## src/qsv_pkg.sv

```systemverilog
// Purpose: shared constants and the per-channel release-delay counter.
// Assumes: 100 MHz core clock; all timing is built on a 100 us tick.
// Notes:   delays are counted in whole ticks; register map offsets are byte addresses.

// ----------------------------------------------------------------
// package
// ----------------------------------------------------------------
package qsv_pkg;
	// clock and tick timing
	localparam int unsigned CLK_PERIOD_NS   = 10;       // core clock period
	localparam int unsigned TICK_NS         = 100_000;  // delay tick, 100 us
	localparam int unsigned TICK_CYCLES     = TICK_NS / CLK_PERIOD_NS;
	// watchdog nominal timeout
	localparam int unsigned WDOG_TIMEOUT_MS = 610;
	localparam int unsigned WDOG_TICKS      = (WDOG_TIMEOUT_MS * 1_000_000) / TICK_NS;
	// programmable delay range, 1.4 ms to 10 s
	localparam int unsigned DELAY_MIN_US    = 1400;
	localparam int unsigned DELAY_MAX_S     = 10;
	localparam int unsigned DELAY_MIN_TICKS = (DELAY_MIN_US * 1000 + TICK_NS - 1) / TICK_NS;
	localparam int unsigned DELAY_MAX_TICKS =
		int'((64'(DELAY_MAX_S) * 64'd1_000_000_000) / 64'(TICK_NS));
	localparam int unsigned DELAY_W         = 17;       // holds DELAY_MAX_TICKS
	// fixed release delay used when the select pin reads low
	localparam int unsigned FIXED_DELAY_TICKS = 200;
	// channel count and event layout
	localparam int unsigned NUM_CHAN        = 4;
	localparam int unsigned EVT_W           = 5;        // 4 channel events + watchdog
	localparam int unsigned EVT_WDOG        = 4;        // bit of the watchdog event
	// register map (byte addresses)
	localparam logic [7:0]  ADDR_STATUS     = 8'h00;    // sticky events, read only
	localparam logic [7:0]  ADDR_CLEAR      = 8'h04;    // write one to clear
	localparam logic [7:0]  ADDR_ENABLE     = 8'h08;    // interrupt enables
	localparam logic [7:0]  ADDR_STATE      = 8'h0c;    // live output state
	localparam logic [7:0]  ADDR_DELAY0     = 8'h10;    // channel 1 delay, +4 per channel
	localparam logic [7:0]  ADDR_STRIDE     = 8'h04;
	// reset values
	localparam logic [DELAY_W-1:0] DELAY_RST = 17'h0_00c8;  // 200 ticks
	localparam logic [EVT_W-1:0]   ENABLE_RST = 5'h00;
	// watchdog states, one hot
	typedef enum logic [2:0] {
		QSV_WD_STOP    = 3'b001,
		QSV_WD_RUN     = 3'b010,
		QSV_WD_EXPIRED = 3'b100
	} qsv_wd_state_t;
endpackage : qsv_pkg

`timescale 1ns/100ps

// ----------------------------------------------------------------
// release-delay counter for one channel
// ----------------------------------------------------------------
module qsv_chan_delay #(
	parameter int unsigned DW = qsv_pkg::DELAY_W
) (
	input  wire logic          clk_i,        // core clock
	input  wire logic          reset_i,      // synchronous, active high
	input  wire logic          tick_i,       // one-cycle tick enable
	input  wire logic          fault_i,      // reset condition present
	input  wire logic [DW-1:0] delay_ticks_i, // delay to apply on release
	output logic               hold_o        // high while reset asserted
);
	import qsv_pkg::*;

	// a one-bit counter cannot count out any useful delay
	if (DW < 2) begin : g_chk_dw
		$error("delay counter too narrow");
	end

	logic [DW-1:0] cnt_q;                    // ticks spent releasing
	logic          hold_q;                   // reset asserted
	wire  [DW-1:0] cnt_inc = cnt_q + 1'b1;   // next tick count
	wire           done    = (cnt_inc >= delay_ticks_i);

	// hold while faulted, then count out the delay
	always_ff @(posedge clk_i) begin
		if (reset_i) begin
			hold_q <= 1'b1;                  // asserted from power-up
			cnt_q  <= '0;
		end else if (fault_i) begin
			hold_q <= 1'b1;
			cnt_q  <= '0;
		end else if (hold_q && tick_i) begin
			if (done) begin
				hold_q <= 1'b0;
			end else begin
				cnt_q  <= cnt_inc;
			end
		end
	end

	assign hold_o = hold_q;
endmodule : qsv_chan_delay

```

## src/qsv_supervisor.sv

```systemverilog
// Purpose: four-channel supply supervisor core with watchdog.
// Assumes: monitor inputs are comparator levels from another domain.
// Notes:   open-drain pins are value plus active-low enable; value is always 0.

`timescale 1ns/100ps

// Contract
// - manual reset low asserts channel one
// - rails one to three below threshold assert
// - rail four low side asserts channel four
// - rail four high side asserts channel four
// - reset outputs open-drain, pulled low only
// - release only after the channel delay (the free-running tick lets a release come up to one tick early)
// - select pin low uses fixed delay
// - select pin high uses programmable delay
// - either kick edge restarts watchdog period
// - watchdog starts on channel one release
// - timeout pulls watchdog output low
// - no timeout leaves watchdog output released
// - delay settable 1.4 ms to 10 s
module qsv_supervisor #(
	parameter int unsigned TICK_CYCLES       = qsv_pkg::TICK_CYCLES,
	parameter int unsigned WDOG_TICKS        = qsv_pkg::WDOG_TICKS,
	parameter int unsigned FIXED_DELAY_TICKS = qsv_pkg::FIXED_DELAY_TICKS
) (
	input  wire logic        clk_i,                 // core clock
	input  wire logic        reset_i,               // synchronous, active high
	input  wire logic [7:0]  reg_addr_i,            // register byte address
	input  wire logic [31:0] reg_wdata_i,           // write data
	input  wire logic        reg_wr_i,              // write strobe
	input  wire logic        reg_rd_i,              // read strobe
	output logic      [31:0] reg_rdata_o,           // read data, next cycle
	input  wire logic        manual_reset_n_i,      // manual reset, active low
	input  wire logic        rail1_monitor_in_i,    // high: rail 1 below threshold
	input  wire logic        rail2_monitor_in_i,    // high: rail 2 below threshold
	input  wire logic        rail3_monitor_in_i,    // high: rail 3 below threshold
	input  wire logic        rail4_low_side_in_i,   // high: rail 4 below low threshold
	input  wire logic        rail4_high_side_in_i,  // high: rail 4 above high threshold
	input  wire logic [3:0]  chan_delay_select_i,   // high: programmable delay
	input  wire logic        wdog_kick_in_i,        // watchdog trigger
	output logic             chan1_reset_out_n_o,   // pin value, always low
	output logic             chan1_reset_oe_n_o,    // low while pulling down
	output logic             chan2_reset_out_n_o,
	output logic             chan2_reset_oe_n_o,
	output logic             chan3_reset_out_n_o,
	output logic             chan3_reset_oe_n_o,
	output logic             chan4_reset_out_n_o,
	output logic             chan4_reset_oe_n_o,
	output logic             wdog_timeout_out_n_o,  // pin value, always low
	output logic             wdog_timeout_oe_n_o,   // low while timed out
	output logic             irq_o                  // level interrupt
);
	import qsv_pkg::*;

	// ----------------------------------------------------------------
	// parameter checks
	// ----------------------------------------------------------------
	localparam int unsigned PRE_W = $clog2(TICK_CYCLES + 1);
	localparam int unsigned WD_W  = $clog2(WDOG_TICKS + 1);

	if (TICK_CYCLES < 2) begin : g_chk_tick
		$error("tick divider must be at least 2");
	end
	if (WDOG_TICKS < 1) begin : g_chk_wdog
		$error("watchdog period must be at least one tick");
	end
	if (FIXED_DELAY_TICKS < 1 || FIXED_DELAY_TICKS > DELAY_MAX_TICKS) begin : g_chk_fix
		$error("fixed delay outside counter range");
	end

	// ----------------------------------------------------------------
	// input synchronisers
	// ----------------------------------------------------------------
	localparam int unsigned NSYNC = 11;
	wire  [NSYNC-1:0] async_in = {wdog_kick_in_i, chan_delay_select_i,
		rail4_high_side_in_i, rail4_low_side_in_i, rail3_monitor_in_i,
		rail2_monitor_in_i, rail1_monitor_in_i, manual_reset_n_i};
	logic [NSYNC-1:0] meta_q;                 // first stage, read by sync_q only
	logic [NSYNC-1:0] sync_q;                 // second stage, safe to use
	logic             kick_prev_q;            // previous synced kick level

	// two flops on every pin input
	always_ff @(posedge clk_i) begin
		if (reset_i) begin
			meta_q      <= '0;
			sync_q      <= '0;
			kick_prev_q <= 1'b0;
		end else begin
			meta_q      <= async_in;
			sync_q      <= meta_q;
			kick_prev_q <= sync_q[10];
		end
	end

	wire       mr_n_s   = sync_q[0];          // manual reset, synced
	wire [2:0] rail_s   = sync_q[3:1];        // rails 1..3 below threshold
	wire       r4_low_s = sync_q[4];
	wire       r4_hi_s  = sync_q[5];
	wire [3:0] sel_s    = sync_q[9:6];        // delay select per channel
	wire       kick     = sync_q[10] ^ kick_prev_q;

	// ----------------------------------------------------------------
	// tick divider
	// ----------------------------------------------------------------
	logic [PRE_W-1:0] pre_q;                  // cycles within a tick
	logic             tick_q;                 // one-cycle tick enable
	wire              pre_end = (pre_q == PRE_W'(TICK_CYCLES - 1));

	// free-running prescaler; a delay may end up to one tick early
	always_ff @(posedge clk_i) begin
		if (reset_i) begin
			pre_q  <= '0;
			tick_q <= 1'b0;
		end else begin
			pre_q  <= pre_end ? '0 : pre_q + 1'b1;
			tick_q <= pre_end;
		end
	end

	// ----------------------------------------------------------------
	// reset conditions and channel delays
	// ----------------------------------------------------------------
	logic [3:0]         fault;                // per-channel reset condition
	logic [3:0]         hold;                 // per-channel reset asserted
	logic [DELAY_W-1:0] delay_q [NUM_CHAN];   // programmable delays

	assign fault[0] = ~mr_n_s | rail_s[0];
	assign fault[2:1] = rail_s[2:1];
	assign fault[3] = r4_low_s | r4_hi_s;

	for (genvar c = 0; c < NUM_CHAN; c++) begin : g_chan
		logic [DELAY_W-1:0] prog;             // clamped programmable delay
		logic [DELAY_W-1:0] use_delay;        // delay actually applied
		assign prog = (delay_q[c] < DELAY_W'(DELAY_MIN_TICKS)) ? DELAY_W'(DELAY_MIN_TICKS) :
			(delay_q[c] > DELAY_W'(DELAY_MAX_TICKS)) ? DELAY_W'(DELAY_MAX_TICKS) : delay_q[c];
		assign use_delay = sel_s[c] ? prog : DELAY_W'(FIXED_DELAY_TICKS);

		qsv_chan_delay #(
			.DW            (DELAY_W)
		) u_delay (
			.clk_i         (clk_i),
			.reset_i       (reset_i),
			.tick_i        (tick_q),
			.fault_i       (fault[c]),
			.delay_ticks_i (use_delay),
			.hold_o        (hold[c])
		);
	end

	// ----------------------------------------------------------------
	// watchdog
	// ----------------------------------------------------------------
	qsv_wd_state_t   wd_state_q;              // watchdog state
	qsv_wd_state_t   wd_state_d;
	logic [WD_W-1:0] wd_cnt_q;                // ticks since last kick
	logic [WD_W-1:0] wd_cnt_d;
	wire  [WD_W-1:0] wd_inc  = wd_cnt_q + 1'b1;
	wire             wd_done = tick_q && (wd_inc >= WD_W'(WDOG_TICKS));

	// next state for the watchdog
	always_comb begin
		wd_state_d = wd_state_q;
		wd_cnt_d   = wd_cnt_q;
		case (wd_state_q)
			QSV_WD_STOP: begin
				wd_cnt_d = '0;
				if (!hold[0]) begin
					wd_state_d = QSV_WD_RUN;
				end
			end
			QSV_WD_RUN: begin
				if (kick) begin
					wd_cnt_d = '0;
				end else if (wd_done) begin
					wd_state_d = QSV_WD_EXPIRED;
					wd_cnt_d   = '0;
				end else if (tick_q) begin
					wd_cnt_d = wd_inc;
				end
			end
			QSV_WD_EXPIRED: begin
				// a fresh kick releases the timeout and restarts timing
				if (kick) begin
					wd_state_d = QSV_WD_RUN;
				end
			end
			default: begin
				wd_state_d = QSV_WD_STOP;
				wd_cnt_d   = '0;
			end
		endcase
		if (hold[0]) begin
			wd_state_d = QSV_WD_STOP;
			wd_cnt_d   = '0;
		end
	end

	// watchdog registers
	always_ff @(posedge clk_i) begin
		if (reset_i) begin
			wd_state_q <= QSV_WD_STOP;
			wd_cnt_q   <= '0;
		end else begin
			wd_state_q <= wd_state_d;
			wd_cnt_q   <= wd_cnt_d;
		end
	end

	wire wd_expired = (wd_state_q == QSV_WD_EXPIRED);
	wire wd_fire    = (wd_state_d == QSV_WD_EXPIRED) && !wd_expired;

	// ----------------------------------------------------------------
	// pins
	// ----------------------------------------------------------------
	logic [3:0] rst_oe_n_q;                   // per-channel enables
	logic       wd_oe_n_q;
	logic       pin_low_q;                    // constant low drive value

	// open-drain drive: enable low pulls the pin down
	always_ff @(posedge clk_i) begin
		if (reset_i) begin
			rst_oe_n_q <= 4'h0;               // resets pulled low in reset
			wd_oe_n_q  <= 1'b1;
			pin_low_q  <= 1'b0;
		end else begin
			rst_oe_n_q <= ~hold;
			wd_oe_n_q  <= ~wd_expired;
			pin_low_q  <= 1'b0;
		end
	end

	assign chan1_reset_out_n_o  = pin_low_q;
	assign chan2_reset_out_n_o  = pin_low_q;
	assign chan3_reset_out_n_o  = pin_low_q;
	assign chan4_reset_out_n_o  = pin_low_q;
	assign wdog_timeout_out_n_o = pin_low_q;
	assign chan1_reset_oe_n_o   = rst_oe_n_q[0];
	assign chan2_reset_oe_n_o   = rst_oe_n_q[1];
	assign chan3_reset_oe_n_o   = rst_oe_n_q[2];
	assign chan4_reset_oe_n_o   = rst_oe_n_q[3];
	assign wdog_timeout_oe_n_o  = wd_oe_n_q;

	// ----------------------------------------------------------------
	// registers and interrupt
	// ----------------------------------------------------------------
	logic [3:0]       hold_prev_q;            // for assertion edges
	logic [EVT_W-1:0] status_q;               // sticky events
	logic [EVT_W-1:0] enable_q;               // interrupt enables
	logic             irq_q;
	logic [31:0]      rdata_q;

	wire [EVT_W-1:0] events = {wd_fire, hold & ~hold_prev_q};
	wire             wr_clear = reg_wr_i && (reg_addr_i == ADDR_CLEAR);
	wire             wr_en    = reg_wr_i && (reg_addr_i == ADDR_ENABLE);
	// set wins over a clear in the same cycle
	wire [EVT_W-1:0] status_d =
		(status_q & ~(wr_clear ? reg_wdata_i[EVT_W-1:0] : '0)) | events;

	logic [31:0] rd_mux;                      // read selection
	always_comb begin
		rd_mux = 32'h0000_0000;               // unmapped reads as zero
		if (reg_addr_i == ADDR_STATUS) begin
			rd_mux = 32'(status_q);
		end else if (reg_addr_i == ADDR_ENABLE) begin
			rd_mux = 32'(enable_q);
		end else if (reg_addr_i == ADDR_STATE) begin
			rd_mux = 32'({wd_expired, hold});
		end
		for (int c = 0; c < NUM_CHAN; c++) begin
			if (reg_addr_i == ADDR_DELAY0 + 8'(c) * ADDR_STRIDE) begin
				rd_mux = 32'(delay_q[c]);
			end
		end
	end

	// register writes, status and read data
	always_ff @(posedge clk_i) begin
		if (reset_i) begin
			hold_prev_q <= 4'hf;
			status_q    <= '0;
			enable_q    <= ENABLE_RST;
			irq_q       <= 1'b0;
			rdata_q     <= 32'h0000_0000;
			for (int c = 0; c < NUM_CHAN; c++) begin
				delay_q[c] <= DELAY_RST;
			end
		end else begin
			hold_prev_q <= hold;
			status_q    <= status_d;
			irq_q       <= |(status_d & enable_q);
			rdata_q     <= reg_rd_i ? rd_mux : 32'h0000_0000;
			if (wr_en) begin
				enable_q <= reg_wdata_i[EVT_W-1:0];
			end
			for (int c = 0; c < NUM_CHAN; c++) begin
				if (reg_wr_i && reg_addr_i == ADDR_DELAY0 + 8'(c) * ADDR_STRIDE) begin
					delay_q[c] <= reg_wdata_i[DELAY_W-1:0];
				end
			end
		end
	end

	assign irq_o       = irq_q;
	assign reg_rdata_o = rdata_q;
endmodule : qsv_supervisor

```

## config.mk

```make
export PLATFORM = sky130hd
export DESIGN_NAME = qsv_supervisor
export DESIGN_NICKNAME = d
export VERILOG_FILES = /design/src/qsv_pkg.sv /design/src/qsv_supervisor.sv
export SDC_FILE = /design/constraint.sdc
export NUM_CORES = 1
export LEC_CHECK = 0
export ABC_AREA = 1
export BUFFER_PORTS_ARGS = -buffer_cell sky130_fd_sc_hd__buf_2
export CAP_MARGIN = 5
export CORE_AREA = 5 5 195 197
export DETAILED_ROUTE_END_ITERATION = 12
export DIE_AREA = 0 0 200 202
export SLEW_MARGIN = 25
export SYNTH_ARGS = -nofsm -noshare
export SYNTH_HDL_FRONTEND = slang
export SYNTH_HIERARCHICAL = 1
export SYNTH_SLANG_ARGS = --single-unit
```

## constraint.sdc

```tcl
create_clock -name clk_i -period 2.55 [get_ports clk_i]
set_input_delay 0 -clock clk_i [delete_from_list [all_inputs] [get_ports clk_i]]
set_output_delay 0 -clock clk_i [all_outputs]
set_load 0.005 [all_outputs]
```

==> impl_metrics.ini <==
[run_status]
status = complete, but fails checks
failed_checks = negative setup slack

[sta]
max_freq_mhz = 343.3
fin_ws_ns = -0.3628
grt_setup_unrepaired = yes
maxSlewViolCount = 0
slew_headroom_pct = 57.06
setup-violations-final = 72
min_period_over_period_pct = 114.2
tightest_slew_ns = 0.6402
hold_viol = 0
fin_skew_ns = 0.01679
min_period_ns = 2.913
setup_tns_ns = -20.54

[floorplanning]
start_util_pct = 39.58
chipHeight_um = 202
io_pins = 98
die_x_um = 200
row_count = 70
core_area_um2 = 36080
dieArea_um2 = 40400

[yosys]
synth_edf_count = 68
synth_area_per_cell_um2 = 6.923
synthFlopType = dfxtp_1
yosys_warnings = 6
synth_area_um2 = 14280
synth-seq-cells = 231
ys_types = 45
synthArstFlopShare_pct = 0
netlist_instances = 2063
ys_seq_area_share_pct = 37.14

[pwr]
peakVddDrop_mv = 0.5057
power_frac_seq_pct = 45.2
power_frac_comb_pct = 7.7
total_power_w = 0.008636
p_switching_w = 0.002039
internal-power_w = 0.006596
power.share.clock_pct = 47.1
leakage_nw = 9.162
p_sw_share_pct = 23.61
powerDensity_nw_per_um2 = 463.9

[placement]
port_buffers = 62
place_ws_ns = -0.3707
dpl.hpwl_um = 30100
gp_congestion = 0.9546

[worst_hold_path]
hp-class = in -> reg

[setup_path]
worst-endpoint-required_ns = 3.03
worstPathArrival_ns = 3.39
crit_slowest_cell = edfxtp_1
worstPathMaxFanout = 6
critPathCaptureType = flop
cp_common_cell = nand2_4
critical-path-top-delay-family = simple AND/OR/NAND/NOR gates
path_buf_inv = 4
crit_path_start_kind = flop
max_stage_delay_ns = 0.40
crit_type = reg -> reg
path_cells = nor3_2, nand3_1, a21oi_2, o21ai_1, nand3_1, nand3_2, nand2_4, buf_6, a21oi_1, inv_1, ha_1, nand2_1, inv_1, nand2_4, nor2_1, nand2_1, nand2_2, nor2_4, nand3_4, buf_12, nand2_4, nand2_2, nor2_1

[grt]
grt_pass1_wl_um = 65610
grt.overflow.total = 0
antenna_found_initial = 0
grt_max_degree = 32
grt_pass1_vias = 13210
grt.total_usage_pct = 19.78

[drt]
first_pass_iters = 8
routedWlPerCell_um = 14.86
vias = 13570
final_antenna_net_count = 0
drtIter0Drc = 920
drc = 0
wl_um = 41690
drt-vias-per-instance = 4.837

[final_layout]
multi_input_area_um2 = 7970
nets = 2447
antennaDiodeCount = 0
fillCellCount = 3480
utilization_pct = 51.58
synthToLayoutAreaGrowth_pct = 30.33
drive_gt1_share_pct = 23.62
seqCellArea_um2 = 5305

[cts]
clock-root-buffer = clkbuf_16
htreeDepth = 1
cts_buffers = 28
clk_pin_slew_ns = 0.06
clk_path_buf_depth = 3
clock_sinks = 231
clk_latency_ns = 0.55
cts_tree = done

[job]
cap_violations = 0
[per-layer routing]
layer	wire, um	GRT usage (%)
met1	17780	26.19
met2	20030	33.67
met3	2699	2.967
met4	1180	5.167
met5	0	0
[cell usage after synthesis (all sizes together) (3+ instances only)]
| cell | instances | area share (%) |
|---|---|---|
| a211oi | 6 | 0.32 |
| a21boi | 4 | 0.21 |
| a21oi | 66 | 2.3 |
| a31oi | 3 | 0.13 |
| buf | 42 | 2.3 |
| clkbuf | 19 | 0.50 |
| clkinv | 4 | 0.11 |
| dfxtp | 163 | 23 |
| edfxtp | 68 | 14 |
| ha | 75 | 6.6 |
| inv | 425 | 11 |
| nand2 | 496 | 14 |
| nand3 | 95 | 3.6 |
| nand4 | 42 | 1.8 |
| nor2 | 355 | 10 |
| nor3 | 62 | 2.9 |
| nor3b | 3 | 0.24 |
| o21ai | 44 | 1.5 |
| o21bai | 6 | 0.32 |
| o221ai | 7 | 0.43 |
| o22ai | 6 | 0.26 |
| or2 | 4 | 0.18 |
| xor2 | 57 | 3.7 |
[cells by family (layout without fill, tap and decap cells)]
family | count (synthesis) | count (layout) | synth area share (%)
flip-flops | 231 | 231 | 37.14
XOR/XNOR | 58 | 58 | 3.767
buffers and inverters | 490 | 745 | 14.10
AO/OA/AOI/OAI | 148 | 148 | 5.878
other | 1 | 20 | 0.02626
adder cells (fa/ha/maj) | 75 | 75 | 6.570
AND/OR/NAND/NOR | 1060 | 1060 | 32.52
[state kept, by name, indices dropped and copies added (netlist names), 4 cells and up]
register and count:
rst_oe_n_q 4, status_q 5, pre_q 14, sync_q 11, wd_cnt_q 13, g_chan.u_delay/hold_o 4, g_chan.u_delay/cnt_q 68, hold_prev_q 4
meta_q 11, reg_rdata_o 17, delay_q 68, enable_q 5
[repair_timing]
action | in CTS | in global routing
resized for setup | 56 | 169
buffers inserted | 9 | 8
pin swaps | 10 | 59
hold endpoints to repair | 96 | 0
setup endpoints to repair | 72 | 73
hold buffers | 32 | 0
gates cloned | 7 | 5
[cell usage in the layout (no fill, tap or decap), types with 11 or more instances in the layout]
cell type | Yosys | routed
clkbuf_16 | 0 | 34
inv_2 | 20 | 36
o21ai_0 | 44 | 26
inv_1 | 405 | 387
conb_1 | 1 | 20
a21oi_1 | 66 | 53
xor2_1 | 53 | 53
edfxtp_1 | 68 | 68
o21ai_1 | 0 | 16
nor3_2 | 11 | 22
ha_1 | 75 | 53
nor2_4 | 9 | 11
nor2_1 | 334 | 297
nand4_1 | 42 | 42
dlygate4sd3_1 | 0 | 32
nand2_1 | 473 | 404
nor3_4 | 4 | 14
nand2_2 | 17 | 70
nand2_4 | 6 | 22
buf_2 | 7 | 62
nor2_2 | 12 | 47
buf_4 | 26 | 146
nor3_1 | 47 | 26
ha_4 | 0 | 21
dfxtp_1 | 163 | 163
a21oi_2 | 0 | 11
nand3_1 | 89 | 85
[stage by stage]
stage                     cell area [um2]  hold WS [ns]  instances
after floorplan                     14500        0.1070       2082
after global placement              16090        0.2034       2695
after detailed placement            16090        0.2091       2695
after CTS                           17750      0.004419       2793
after global routing                18610       0.06163       2805
final                               18610       0.03463       2805
[final timing paths]
check,from,to,slack (ns),cells after the start
worst max-delay path,delay_q[0][2],g_chan[0].u_delay/cnt_q[13],-0.36,23
worst min-delay path,reg_addr_i[5],enable_q[2],0.03,6
worst max register to register,delay_q[0][2],g_chan[0].u_delay/cnt_q[13],-0.36,23
worst min register to register,meta_q[5],sync_q[5],0.40,2
[power groups by stage]
stage / clock [W] / combinational, W / sequential (W)
floorplan: 0 / 0.000299 / 0.00397
global placement: 0 / 0.000532 / 0.00398
detailed placement: 0 / 0.000539 / 0.00398
CTS: 0.00416 / 0.000604 / 0.00390
global route: 0.00431 / 0.000723 / 0.00391
finish: 0.00406 / 0.000667 / 0.00391
[worst min-delay path, stage by stage]
cell and delay, ns:
buf_2 0.12, nor3_2 0.10, nand2_1 0.09, nor2_2 0.08
nor2_1 0.09, a211oi_1 0.05
[area by class of cell]
type / instances / share of cell area [%]
multi-input cells: 1361 / 42.82
flip-flops and latches: 231 / 28.50
repair buffers: 263 / 11.59
inverters: 429 / 8.839
clock buffers: 40 / 4.342
well taps: 468 / 3.146
clock inverters: 10 / 0.6520
repair inverters: 3 / 0.1143
(Power assumes the default switching activity.)
